### src/rtl/pfsa_pkg.sv
// Purpose: Shared constants and carrier types for the fault status and alert block
// Assumes: Command codes arrive already decoded from the serial engine
// Notes:   Bit layouts of each status byte are given as supported-bit masks
package pfsa_pkg;

  // Command codes
  localparam logic [7:0] CMD_CLEAR_FAULTS = 8'h03;
  localparam logic [7:0] CMD_ALERT_MASK = 8'h1b;
  localparam logic [7:0] CMD_PEAK_CLEAR = 8'he3;
  localparam logic [7:0] CMD_SUMMARY_BYTE = 8'h78;
  localparam logic [7:0] CMD_SUMMARY_WORD = 8'h79;
  localparam logic [7:0] CMD_VOUT_STATUS = 8'h7a;
  localparam logic [7:0] CMD_INPUT_STATUS = 8'h7c;
  localparam logic [7:0] CMD_TEMP_STATUS = 8'h7d;
  localparam logic [7:0] CMD_CML_STATUS = 8'h7e;
  localparam logic [7:0] CMD_VENDOR_STATUS = 8'h80;

  // Supported bits of each status byte
  localparam logic [7:0] VOUT_SUPPORTED = 8'hfe;
  localparam logic [7:0] TEMP_SUPPORTED = 8'hd0;
  localparam logic [7:0] INPUT_LATCHED = 8'ha0;
  localparam logic [7:0] INPUT_LIVE = 8'h08;
  localparam logic [7:0] CML_SUPPORTED = 8'hfb;
  localparam logic [7:0] VENDOR_SUPPORTED = 8'hfd;
  localparam logic [7:0] VENDOR_W1C = 8'hf5;

  // Summary byte and word bit positions
  localparam int SB_BUSY = 7;
  localparam int SB_OFF = 6;
  localparam int SB_VOUT_OV = 5;
  localparam int SB_TEMP = 2;
  localparam int SB_CML = 1;
  localparam int SB_NONE = 0;
  localparam int SW_VOUT = 7;
  localparam int SW_INPUT = 5;
  localparam int SW_VENDOR = 4;
  localparam int SW_PG_N = 3;
  localparam int VOUT_OV_FAULT = 7;
  localparam int CML_INVALID_DATA = 6;

  // Mask reset values
  localparam logic [7:0] MASK_RST_DEFAULT = 8'h00;
  localparam logic [7:0] MASK_RST_VENDOR = 8'h11;

  // Global clear processing window
  localparam int CLR_WINDOW_NS = 10000;
  localparam int CLK_PERIOD_NS = 4;
  localparam int CLR_WINDOW_CYC = CLR_WINDOW_NS / CLK_PERIOD_NS;
  localparam int CLR_CNT_W = $clog2(CLR_WINDOW_CYC + 1);

  // Decoded command from the serial engine
  typedef struct packed {
    logic valid;
    logic write;
    logic page;
    logic [7:0] code;
    logic [15:0] data;
  } pfsa_cmd_type;

  // Live fault conditions of one channel
  typedef struct packed {
    logic busy_flt;
    logic output_on;
    logic power_good;
    logic latch_req;
    logic [7:0] vout;
    logic [7:0] temp;
    logic [7:0] vendor;
  } pfsa_chan_cond_type;

endpackage : pfsa_pkg

### src/rtl/pfsa_fault_status.sv
// Purpose: Fault status registers, alert masking and alert output for two channels
// Assumes: Commands and fault conditions come from logic on core_clk
// Notes:   Registers are reached only through decoded serial commands
// Notes on behaviour
// - Global clear resets all latched status bits together
// - Global clear releases the alert output
// - Persisting fault sets again and alerts
// - Faults within clear window may be wiped
// - Global clear never restarts latched-off channel
// - Mask bits gate alert, not status
// - Mask readback by process call returns mask
// - Unmaskable or unknown target flags invalid data
// - Mask defaults 0x00, vendor mask 0x11
// - Summary byte layout, bits 4 and 3 zero
// - Off bit set whenever output not delivered
// - Busy and none bits alert, clear by 1
// - Summary word high byte layout
// - Any high byte bit sets none bit
// - Output voltage status byte layout
// - Writing 1 clears individual status flag, except vendor bit 3
// - Output voltage and input faults raise alert
// - Input status layout, bit 3 live only
// - Temperature status byte layout
`timescale 1ns/1ns
`default_nettype none
module pfsa_fault_status #(
  parameter int NCH = 2
) (
  input wire logic core_clk,
  input wire logic rst_n,
  input wire pfsa_pkg::pfsa_cmd_type cmd,
  input wire pfsa_pkg::pfsa_chan_cond_type [NCH-1:0] chan_cond,
  input wire logic [7:0] input_cond,
  input wire logic [7:0] cml_evt,
  input wire logic [NCH-1:0] chan_enable,
  input wire logic device_soft_reset_cmd,
  output logic [15:0] rd_data,
  output logic rd_valid,
  output logic alert_n,
  output logic clear_in_progress,
  output logic peak_values_clear_cmd,
  output logic [NCH-1:0] chan_latched_off
);

  // One-step flag update: global clear wins, then set beats write-1-clear
  // Set beating the clear keeps a persisting fault from being lost
  function automatic logic [7:0] upd(input logic [7:0] cur, input logic [7:0] set,
                                     input logic [7:0] w1c, input logic gclr,
                                     input logic wipe);
    logic [7:0] res;
    res = (cur & ~w1c) | (wipe ? 8'h00 : set);
    if (gclr) begin
      res = 8'h00;
    end
    return res;
  endfunction : upd

  logic [pfsa_pkg::CLR_CNT_W-1:0] clr_cnt_ff;
  logic gclr;
  logic wipe;
  logic wr;
  logic mask_wr;
  logic mask_bad;
  logic [7:0] mask_tgt;
  logic [7:0] input_ff;
  logic [7:0] cml_ff;
  logic [7:0] input_mask_ff;
  logic [7:0] cml_mask_ff;
  logic [7:0] input_w1c;
  logic [7:0] cml_w1c;
  logic [7:0] cml_set;
  logic [7:0] vout_ff [NCH];
  logic [7:0] temp_ff [NCH];
  logic [7:0] vendor_ff [NCH];
  logic [7:0] vout_mask_ff [NCH];
  logic [7:0] temp_mask_ff [NCH];
  logic [7:0] vendor_mask_ff [NCH];
  logic [1:0] sum_ff [NCH];
  logic [15:0] word_v [NCH];
  logic [NCH-1:0] chan_alert;
  logic [15:0] nxt_rd_data;

  // Command decode
  assign wr = cmd.valid & cmd.write;
  assign gclr = wr & (cmd.code == pfsa_pkg::CMD_CLEAR_FAULTS);
  assign wipe = clear_in_progress;
  assign mask_tgt = cmd.data[7:0];
  assign mask_wr = wr & (cmd.code == pfsa_pkg::CMD_ALERT_MASK);
  // Only status bytes that carry per-bit faults accept a mask
  assign mask_bad = cmd.valid & (cmd.code == pfsa_pkg::CMD_ALERT_MASK) &
                    !(mask_tgt == pfsa_pkg::CMD_VOUT_STATUS ||
                      mask_tgt == pfsa_pkg::CMD_INPUT_STATUS ||
                      mask_tgt == pfsa_pkg::CMD_TEMP_STATUS ||
                      mask_tgt == pfsa_pkg::CMD_CML_STATUS ||
                      mask_tgt == pfsa_pkg::CMD_VENDOR_STATUS);
  assign input_w1c = (wr && cmd.code == pfsa_pkg::CMD_INPUT_STATUS) ?
                     cmd.data[7:0] : 8'h00;
  assign cml_w1c = (wr && cmd.code == pfsa_pkg::CMD_CML_STATUS) ? cmd.data[7:0] : 8'h00;
  assign cml_set = (cml_evt & pfsa_pkg::CML_SUPPORTED) |
                   (mask_bad ? (8'h01 << pfsa_pkg::CML_INVALID_DATA) : 8'h00);

  // Clear window: status cannot record new faults until it runs out
  // A second clear inside the window restarts the full count
  always_ff @(posedge core_clk) begin
    if (!rst_n) begin
      clr_cnt_ff <= '0;
    end else if (gclr) begin
      clr_cnt_ff <= pfsa_pkg::CLR_CNT_W'(pfsa_pkg::CLR_WINDOW_CYC);
    end else if (clr_cnt_ff != '0) begin
      clr_cnt_ff <= clr_cnt_ff - 1'b1;
    end
  end
  assign clear_in_progress = (clr_cnt_ff != '0);

  // Shared input and communication status
  always_ff @(posedge core_clk) begin
    if (!rst_n) begin
      input_ff <= 8'h00;
      cml_ff <= 8'h00;
    end else begin
      input_ff <= upd(input_ff, input_cond & pfsa_pkg::INPUT_LATCHED, input_w1c,
                      gclr, wipe);
      cml_ff <= upd(cml_ff, cml_set, cml_w1c, gclr, wipe);
    end
  end

  // Shared masks; bit 3 of input is never latched so its mask is moot
  always_ff @(posedge core_clk) begin
    if (!rst_n) begin
      input_mask_ff <= pfsa_pkg::MASK_RST_DEFAULT;
      cml_mask_ff <= pfsa_pkg::MASK_RST_DEFAULT;
    end else if (mask_wr && mask_tgt == pfsa_pkg::CMD_INPUT_STATUS) begin
      input_mask_ff <= cmd.data[15:8];
    end else if (mask_wr && mask_tgt == pfsa_pkg::CMD_CML_STATUS) begin
      cml_mask_ff <= cmd.data[15:8];
    end
  end

  // Per-channel status, masks, summary and latch-off
  for (genvar ch = 0; ch < NCH; ch++) begin : g_chan
    logic sel;
    logic [7:0] vout_w1c;
    logic [7:0] temp_w1c;
    logic [7:0] vendor_w1c;
    logic [7:0] sum_w1c;
    logic [7:0] hi_byte;
    logic [7:0] lo_byte;
    logic none_set;

    // Page select compares one bit; two channels need no more
    assign sel = (cmd.page == 1'(ch));
    assign vout_w1c = (wr && sel && cmd.code == pfsa_pkg::CMD_VOUT_STATUS) ?
                      cmd.data[7:0] : 8'h00;
    assign temp_w1c = (wr && sel && cmd.code == pfsa_pkg::CMD_TEMP_STATUS) ?
                      cmd.data[7:0] : 8'h00;
    assign vendor_w1c = (wr && sel && cmd.code == pfsa_pkg::CMD_VENDOR_STATUS) ?
                        (cmd.data[7:0] & pfsa_pkg::VENDOR_W1C) : 8'h00;
    assign sum_w1c = (wr && sel && (cmd.code == pfsa_pkg::CMD_SUMMARY_BYTE ||
                      cmd.code == pfsa_pkg::CMD_SUMMARY_WORD)) ?
                     cmd.data[7:0] : 8'h00;

    // Word high byte built live from the latched detail registers, live power good and live input bit 3
    assign hi_byte = {|vout_ff[ch], 1'b0, |(input_ff | (input_cond & pfsa_pkg::INPUT_LIVE)),
                      |vendor_ff[ch], ~chan_cond[ch].power_good, 3'b000};
    // None bit follows the high byte; a steady cause sets it again after a clear
    assign none_set = (hi_byte != 8'h00);
    assign lo_byte = {sum_ff[ch][1], ~chan_cond[ch].output_on, vout_ff[ch][pfsa_pkg::VOUT_OV_FAULT],
                      2'b00, |temp_ff[ch], |cml_ff, sum_ff[ch][0]};
    assign word_v[ch] = {hi_byte, lo_byte};

    always_ff @(posedge core_clk) begin
      if (!rst_n) begin
        vout_ff[ch] <= 8'h00;
        temp_ff[ch] <= 8'h00;
        vendor_ff[ch] <= 8'h00;
        sum_ff[ch] <= 2'b00;
      end else begin
        vout_ff[ch] <= upd(vout_ff[ch], chan_cond[ch].vout & pfsa_pkg::VOUT_SUPPORTED,
                           vout_w1c, gclr, wipe);
        temp_ff[ch] <= upd(temp_ff[ch], chan_cond[ch].temp & pfsa_pkg::TEMP_SUPPORTED,
                           temp_w1c, gclr, wipe);
        vendor_ff[ch] <= upd(vendor_ff[ch],
                             chan_cond[ch].vendor & pfsa_pkg::VENDOR_SUPPORTED,
                             vendor_w1c, gclr, wipe);
        sum_ff[ch] <= 2'(upd({6'h00, sum_ff[ch]},
                             {6'h00, chan_cond[ch].busy_flt, none_set},
                             {6'h00, sum_w1c[pfsa_pkg::SB_BUSY], sum_w1c[pfsa_pkg::SB_NONE]},
                             gclr, wipe));
      end
    end

    // Per-channel masks, written through the selected page
    always_ff @(posedge core_clk) begin
      if (!rst_n) begin
        vout_mask_ff[ch] <= pfsa_pkg::MASK_RST_DEFAULT;
        temp_mask_ff[ch] <= pfsa_pkg::MASK_RST_DEFAULT;
        vendor_mask_ff[ch] <= pfsa_pkg::MASK_RST_VENDOR;
      end else if (mask_wr && sel) begin
        if (mask_tgt == pfsa_pkg::CMD_VOUT_STATUS) begin
          vout_mask_ff[ch] <= cmd.data[15:8];
        end else if (mask_tgt == pfsa_pkg::CMD_TEMP_STATUS) begin
          temp_mask_ff[ch] <= cmd.data[15:8];
        end else if (mask_tgt == pfsa_pkg::CMD_VENDOR_STATUS) begin
          vendor_mask_ff[ch] <= cmd.data[15:8];
        end
      end
    end

    // Unmasked latched bits of this channel
    assign chan_alert[ch] = |(vout_ff[ch] & ~vout_mask_ff[ch]) |
                            |(temp_ff[ch] & ~temp_mask_ff[ch]) |
                            |(vendor_ff[ch] & ~vendor_mask_ff[ch]) |
                            |sum_ff[ch];

    // Latch-off survives a global clear; only off-then-on or soft reset frees it
    always_ff @(posedge core_clk) begin
      if (!rst_n) begin
        chan_latched_off[ch] <= 1'b0;
      end else if (device_soft_reset_cmd || !chan_enable[ch]) begin
        chan_latched_off[ch] <= 1'b0;
      end else if (chan_cond[ch].latch_req) begin
        chan_latched_off[ch] <= 1'b1;
      end
    end
  end

  // Alert pin, low while anything unmasked is latched
  // A clear lifts it for the whole clear window even if faults persist; they re-latch after it
  always_ff @(posedge core_clk) begin
    if (!rst_n) begin
      alert_n <= 1'b1;
    end else if (gclr) begin
      alert_n <= 1'b1;
    end else begin
      alert_n <= ~(|chan_alert | |(input_ff & ~input_mask_ff) |
                   |(cml_ff & ~cml_mask_ff));
    end
  end

  // Peak clear pulse, also raised by soft reset
  // Peak registers sit outside this block; this pulse tells them to reset
  always_ff @(posedge core_clk) begin
    if (!rst_n) begin
      peak_values_clear_cmd <= 1'b0;
    end else begin
      peak_values_clear_cmd <= (wr && cmd.code == pfsa_pkg::CMD_PEAK_CLEAR) |
                               device_soft_reset_cmd;
    end
  end

  // Read mux; a mask read uses the target code carried in the data
  // Unknown codes and unsupported mask targets answer zero
  always_comb begin
    nxt_rd_data = 16'h0000;
    if (cmd.code == pfsa_pkg::CMD_SUMMARY_BYTE) begin
      nxt_rd_data = {8'h00, word_v[cmd.page][7:0]};
    end else if (cmd.code == pfsa_pkg::CMD_SUMMARY_WORD) begin
      nxt_rd_data = word_v[cmd.page];
    end else if (cmd.code == pfsa_pkg::CMD_VOUT_STATUS) begin
      nxt_rd_data = {8'h00, vout_ff[cmd.page]};
    end else if (cmd.code == pfsa_pkg::CMD_INPUT_STATUS) begin
      nxt_rd_data = {8'h00, input_ff | (input_cond & pfsa_pkg::INPUT_LIVE)};
    end else if (cmd.code == pfsa_pkg::CMD_TEMP_STATUS) begin
      nxt_rd_data = {8'h00, temp_ff[cmd.page]};
    end else if (cmd.code == pfsa_pkg::CMD_CML_STATUS) begin
      nxt_rd_data = {8'h00, cml_ff};
    end else if (cmd.code == pfsa_pkg::CMD_VENDOR_STATUS) begin
      nxt_rd_data = {8'h00, vendor_ff[cmd.page]};
    end else if (cmd.code == pfsa_pkg::CMD_ALERT_MASK) begin
      if (mask_tgt == pfsa_pkg::CMD_VOUT_STATUS) begin
        nxt_rd_data = {8'h00, vout_mask_ff[cmd.page]};
      end else if (mask_tgt == pfsa_pkg::CMD_TEMP_STATUS) begin
        nxt_rd_data = {8'h00, temp_mask_ff[cmd.page]};
      end else if (mask_tgt == pfsa_pkg::CMD_VENDOR_STATUS) begin
        nxt_rd_data = {8'h00, vendor_mask_ff[cmd.page]};
      end else if (mask_tgt == pfsa_pkg::CMD_INPUT_STATUS) begin
        nxt_rd_data = {8'h00, input_mask_ff};
      end else if (mask_tgt == pfsa_pkg::CMD_CML_STATUS) begin
        nxt_rd_data = {8'h00, cml_mask_ff};
      end
    end
  end

  // Read answer one cycle after the request
  always_ff @(posedge core_clk) begin
    if (!rst_n) begin
      rd_data <= 16'h0000;
      rd_valid <= 1'b0;
    end else begin
      rd_valid <= cmd.valid & ~cmd.write;
      if (cmd.valid && !cmd.write) begin
        rd_data <= nxt_rd_data;
      end
    end
  end

endmodule : pfsa_fault_status
`default_nettype wire

### config.mk
export PLATFORM = sky130hd
export DESIGN_NAME = pfsa_fault_status
export DESIGN_NICKNAME = d
export VERILOG_FILES = /design/src/rtl/pfsa_pkg.sv /design/src/rtl/pfsa_fault_status.sv
export SDC_FILE = /design/constraint.sdc
export NUM_CORES = 1
export LEC_CHECK = 0
export ABC_AREA = 0
export BUFFER_PORTS_ARGS = -buffer_cell sky130_fd_sc_hd__buf_2
export CAP_MARGIN = 5
export CORE_MARGIN = 2
export CORE_UTILIZATION = 50
export CTS_BUF_LIST = sky130_fd_sc_hd__clkbuf_8
export CTS_CLUSTER_SIZE = 28
export DETAILED_ROUTE_END_ITERATION = 7
export PLACE_DENSITY = 0.68
export REMOVE_ABC_BUFFERS = 1
export SKIP_LAST_GASP = 1
export SYNTH_ARGS = -nofsm -noshare
export SYNTH_HDL_FRONTEND = slang
export SYNTH_SLANG_ARGS = --single-unit
### constraint.sdc
create_clock -name core_clk -period 3.1 [get_ports core_clk]
set_clock_uncertainty 0.05 [all_clocks]
set_input_delay 0.465 -clock core_clk [delete_from_list [all_inputs] [get_ports core_clk]]
set_output_delay 0.465 -clock core_clk [all_outputs]
set_load 0.1 [all_outputs]
# Yosys cells after proc, flatten, opt, wreduce, memory -nomap -nowiden
# Memories as Yosys holds them, arrays and structs flattened.
# Cells that the tools add are included.
[word_totals] regBits=65 ramBits=100 output_inout_bits=22 mem_count=7
[mem_list] memory="temp_ff" words=2 word_bits=8 rd=3 rd_clocked_by_memory_dff=0 wr=2 line="pfsa_fault_status.sv:73" rtl="logic [7:0] temp_ff [NCH];"
[mem_list] memory="temp_mask_ff" words=2 word_bits=8 rd=3 rd_clocked_by_memory_dff=0 wr=2 line="pfsa_fault_status.sv:76" rtl="logic [7:0] temp_mask_ff [NCH];"
[mem_list] memory="vendor_ff" words=2 word_bits=8 rd=3 rd_clocked_by_memory_dff=0 wr=2 line="pfsa_fault_status.sv:74" rtl="logic [7:0] vendor_ff [NCH];"
[mem_list] memory="vendor_mask_ff" words=2 word_bits=8 rd=3 rd_clocked_by_memory_dff=0 wr=2 line="pfsa_fault_status.sv:77" rtl="logic [7:0] vendor_mask_ff [NCH];"
[mem_list] memory="vout_ff" words=2 word_bits=8 rd=3 rd_clocked_by_memory_dff=0 wr=2 line="pfsa_fault_status.sv:72" rtl="logic [7:0] vout_ff [NCH];"
[mem_list] memory="vout_mask_ff" words=2 word_bits=8 rd=3 rd_clocked_by_memory_dff=0 wr=2 line="pfsa_fault_status.sv:75" rtl="logic [7:0] vout_mask_ff [NCH];"
[mem_list] memory="+1 memories"
[op_classes] n_addsub=1 magnitude_cmp=1 eq_ne=15 mux=95 bitwise_logic=87 n_reduce_logical=56
[op_table] cell="$mux 8" count=53
[op_table] cell="$and 8x8->8" count=16
[op_table] cell="$not 8->8" count=16
[op_table] cell="$reduce_or 8->1" count=16
[op_table] cell="$eq 8x7->1 const B" count=10
[op_table] cell="$mux 16" count=5
[op_table] cell="$or 8x8->8" count=8
[op_table] cell="$mux 1" count=26
[op_table] cell="$eq 8x8->1 const B" count=3
[op_table] cell="$mux 12" count=2
[op_table] cell="$or 1x1->1" count=23
[op_table] cell="$logic_and 1x1->1" count=18
[op_table] cell="$mux 2" count=8
[op_table] cell="$reduce_bool 8->1" count=2
[op_table] cell="$reduce_bool 12->1" count=1
[op_table] cell="$reduce_or 2->1" count=6
[op_table] cell="$sub 12x1->12 const B" count=1
[op_table] cell="$not 1->1" count=9
[op_table] cell="$eq 8x2->1 const B" count=1
[op_table] cell="$eq 8x5->1 const B" count=1
[op_table] cell="$or 8x4->8" count=1
[op_table] cell="$or 8x7->8" count=1
[op_table] cell="$logic_or 1x1->1" count=7
[op_table] cell="$mux 7" count=1
[op_table] cell="other kinds (9)" count=20

# Logic depth before layout (Yosys ltp)
[logic_depth] depth_word=14 depth_mapped=9

# Least setup slack after synthesis
# No wires, ideal clock.
[synth_timing] kind="input -> register" from="in cmd[24] in the netlist's numbering" to="mem vendor_mask_ff[1][0], enable pin" arrival_ns=2.087 path_slack_ns=0.579 path_stages=6 cell_sequence="buf_2 -> buf_2 -> buf_4 -> nand3_2 -> nand2b_1 -> o21ai_0"
[synth_lines] item="start, declared" line="pfsa_fault_status.sv:31" rtl="input wire pfsa_pkg::pfsa_cmd_type cmd,"
[synth_lines] item="end, declared" line="pfsa_fault_status.sv:77"

# Worst setup path after layout
[layout_timing] from="reg clr_cnt_ff[4] in the netlist's numbering" to="out clear_in_progress"
[layout_via] elab_chain_cells=1
[layout_rtl] item="start, declared" line="pfsa_fault_status.sv:58" rtl="logic [pfsa_pkg::CLR_CNT_W-1:0] clr_cnt_ff;"
[layout_rtl] item="start signal, assigned" line="pfsa_fault_status.sv:108" rtl="clr_cnt_ff <= pfsa_pkg::CLR_CNT_W'(pfsa_pkg::CLR_WINDOW_CYC);"
[layout_rtl] item="start signal, assigned" line="pfsa_fault_status.sv:110" rtl="clr_cnt_ff <= clr_cnt_ff - 1'b1;"
[layout_rtl] item="$reduce_bool 12->1" line="pfsa_fault_status.sv:113" rtl="assign clear_in_progress = (clr_cnt_ff != '0);"
[layout_rtl] item="end, declared" line="pfsa_fault_status.sv:40" rtl="output logic clear_in_progress,"
# Every way passes these cells.

==> flow_summary.json <==
{
  "grt_antenna_before_repair": 0,
  "max-cap-violations": 0,
  "drt-total-wl_um": 30420,
  "syn2layout_area_growth_pct": 14.05,
  "cts-root-buf": "clkbuf_8",
  "rsz0062_at_grt": "no",
  "netlist-cell-type-count": 75,
  "fin_hold_ws_ns": 0.1263,
  "rows": 47,
  "slew_headroom_pct": 41.82,
  "slowest_delay_ns": 0.38,
  "yosys_warnings": 0,
  "tightest_slew_ns": 0.8694,
  "leakage_nw": 3.591,
  "fin_ws_ns": 0.4683,
  "chipHeight_um": 133.8,
  "htreeDepth": 4,
  "synth_area_per_cell_sq_um": 8.838,
  "cts_resized": 0,
  "cp_num_buf_inv": 2,
  "swShare_pct": 37.31,
  "grt_pass1_vias": 7411,
  "synth_edf_count": 48,
  "start_util_pct": 50.97,
  "min_period_ns": 2.632,
  "hold_start": "device_soft_reset_cmd",
  "grt_usage_pct": 34.28,
  "slew_viol_final": 0,
  "crit_path_end_kind": "primary output",
  "setup_viol": 0,
  "drive_gt1_share_pct": 18.79,
  "ys_seq_elements": 159,
  "drt_iter0_drc": 1110,
  "crit_path_top_delay_cell": "or3_1",
  "fin_crit_sh_pct": 84.89,
  "cts_setup_buffers": 0,
  "critPathArrivalTime_ns": 2.12,
  "wl_met1_um": 12970,
  "dp_slack_ns": 0.4623,
  "wl_met3_um": 2500,
  "power_switching_mw": 2.393,
  "cts_buffer_depth": 2,
  "wl_per_cell_um": 23.56,
  "power.total_mw": 6.414,
  "tritoncts": "built",
  "dp.cells": 1258,
  "yosys_most_used_dff": "dfxtp_1",
  "reg2reg_from": "clr_cnt_ff[4]",
  "highest_layer": "met4",
  "seq_area_frac_synth_pct": 43.49,
  "hp-class": "in -> reg",
  "crit_required_ns": 2.58,
  "final_common_cell": "dfxtp_1",
  "drtPass1Iterations": 7,
  "hold_viol": 0,
  "drc": 0,
  "die_w_um": 133.8,
  "grt_max_degree": 60,
  "status": "completed",
  "clk_pin_slew_ns": 0.10,
  "p_per_area_nw_per_um2": 667.7,
  "gr-total-overflow": 0,
  "netlist_area_sq_um": 8423,
  "pwr-share-clk_pct": 25.3,
  "fmax_ghz": 0.3800,
  "ir_worst_vdd_mv": 0.7546,
  "core-area_sq_um": 16520,
  "ioPinCount": 126,
  "most-common-layout-cells": "111 x dfxtp_1, 101 x buf_2, 100 x nand2_1",
  "route.vias.total": 7847,
  "viasPerCell": 6.078,
  "crit_path_start_kind": "flip-flop",
  "wl_met2_um": 13910,
  "nets": 1162,
  "cts_made_buffers": 17,
  "path_class": "reg -> out",
  "portBuffers": 101,
  "dp_hpwl_um": 23450,
  "final_cells": 1291,
  "drtAntennaViolNets": 0,
  "p_int_mw": 4.021,
  "crit_start": "clr_cnt_ff[4]",
  "cp_top_family": "simple AND/OR/NAND/NOR gates",
  "place.gp.congestion": 1.026,
  "grt_pass1_wl_um": 45330,
  "crit_chain": "or3_1, or2_4, nor3_4, inv_1, buf_2",
  "power_frac_seq_pct": 43.6,
  "clock_latency_ns": 0.47,
  "fillCellCount": 1552,
  "hold_buffers": 0,
  "share_comb_of_total_power_pct": 31.1,
  "die-area_sq_um": 17900,
  "crit_fanout": 5,
  "fin_util_pct": 58.14,
  "synthCells": 953,
  "ys_async_sr_fraction_pct": 0,
  "clock-sinks": 159
}
-- per-stage QoR --
stage	cell area, sq um	TNS, ns
2_1_floorplan	8110	-0.2729
3_3_place_gp	9199	0
3_5_place_dp	9199	0
4_1_cts	9604	0
5_1_grt	9604	0
6_report	9607	0
-- cells by family (layout without fill, tap and decap cells) --
family / after synthesis / in the layout / share of synthesized area [%]
adders and majority gates: 1 / 1 / 0.1485
DFF: 159 / 159 / 43.49
other: 1 / 5 / 0.04452
xor gates and xnor gates: 7 / 7 / 0.7279
buffers and inverters: 118 / 232 / 6.655
and+or+nand+nor: 378 / 378 / 23.65
AOI/OAI and AO/OA: 228 / 228 / 17.86
muxes: 61 / 61 / 7.427
-- state kept, by name, indices dropped and copies added, names as in the netlist, 12 cells and up --
| name | count |
|---|---|
| temp_ff | 16 |
| clr_cnt_ff | 12 |
| vendor_mask_ff | 16 |
| vendor_ff | 14 |
| vout_mask_ff | 16 |
| rd_data | 12 |
| temp_mask_ff | 16 |
| vout_ff | 16 |
-- layer usage --
layer | track usage [%] | vias to the layer above
li1 | - | 3638
met1 | 47.32 | 3732
met2 | 54.64 | 414
met3 | 5.367 | 63
met4 | 12.71 | 0
met5 | 0 | -
-- layout make-up --
type                       count  area, sq um  share of cell area (%)
clock inverter                15        171.4                   1.784
timing repair buffer         137        813.3                   8.466
sequential                   159         3664                   38.13
multi-input combinational    679         4210                   43.83
tap                          220        275.3                   2.865
clock buffer                  17        234.0                   2.436
inverter                      63        236.5                   2.462
antenna                        1        2.502                 0.02605
-- synthesized netlist by cell type, types with 2 or more instances --
| cell type | n | share of area [%] |
|---|---|---|
| and2_1 | 47 | 3.5 |
| or4_1 | 5 | 0.45 |
| buf_6 | 7 | 0.94 |
| a211o_1 | 2 | 0.21 |
| buf_4 | 10 | 0.89 |
| or2_2 | 3 | 0.22 |
| o2111ai_1 | 2 | 0.21 |
| nor4b_2 | 2 | 0.36 |
| and4_1 | 2 | 0.21 |
| mux2_2 | 12 | 1.6 |
| a21oi_1 | 51 | 3.0 |
| clkbuf_1 | 16 | 0.71 |
| nand3_1 | 15 | 0.89 |
| buf_2 | 21 | 1.2 |
| nor3_1 | 15 | 0.89 |
| nand4_1 | 4 | 0.30 |
| nor4bb_1 | 2 | 0.24 |
| inv_1 | 62 | 2.8 |
| a21boi_0 | 4 | 0.36 |
| nor2_1 | 95 | 4.2 |
| o21ai_0 | 39 | 2.3 |
| nor2_2 | 2 | 0.15 |
| a2111oi_0 | 3 | 0.31 |
| nor4_1 | 22 | 1.6 |
| o22a_1 | 5 | 0.52 |
| dfxtp_1 | 111 | 26 |
| o211ai_1 | 5 | 0.45 |
| o22ai_1 | 28 | 2.1 |
| nor2b_1 | 14 | 1.0 |
| o21a_1 | 3 | 0.27 |
| nor4b_1 | 2 | 0.21 |
| nand2b_1 | 11 | 0.82 |
| nor3b_1 | 4 | 0.36 |
| a221oi_1 | 10 | 1.0 |
| nand2_1 | 100 | 4.5 |
| nor3_2 | 5 | 0.59 |
| and4b_1 | 2 | 0.24 |
| a22oi_1 | 44 | 3.9 |
| o221ai_1 | 2 | 0.21 |
| or3_1 | 10 | 0.74 |
| a211oi_1 | 17 | 1.5 |
| nand3b_1 | 4 | 0.36 |
| xnor2_1 | 6 | 0.62 |
| mux2i_1 | 49 | 5.8 |
| edfxtp_1 | 48 | 17 |
-- power groups by stage --
stage	logic (mW)	registers (mW)	clock network [mW]
finish	1.99	2.80	1.62
floorplan	1.31	2.73	0
detailed placement	1.97	2.82	0
CTS	1.98	2.78	1.63
global route	2.18	2.82	1.71
global placement	1.95	2.82	0
-- worst paths after layout --
| kind | end | slack [ns] | depth (start not counted) |
|---|---|---|---|
| worst max-delay path | clear_in_progress | 0.47 | 5 |
| worst min-delay path | chan_latched_off[0] | 0.13 | 2 |
| worst max register to register | clr_cnt_ff[7] | 0.99 | 7 |
| worst min register to register | rd_data[12] | 0.40 | 2 |
-- worst reg2reg max path, delay by kind of cell (launching register included) --
family,cells,cell delay [ns]
AND/OR/NAND/NOR,4,1.03
flip-flops,1,0.36
buffers and inverters,1,0.32
AO/OA/AOI/OAI,1,0.15
XOR/XNOR,1,0.13
No activity file was read; power rests on OpenSTA's default activity.
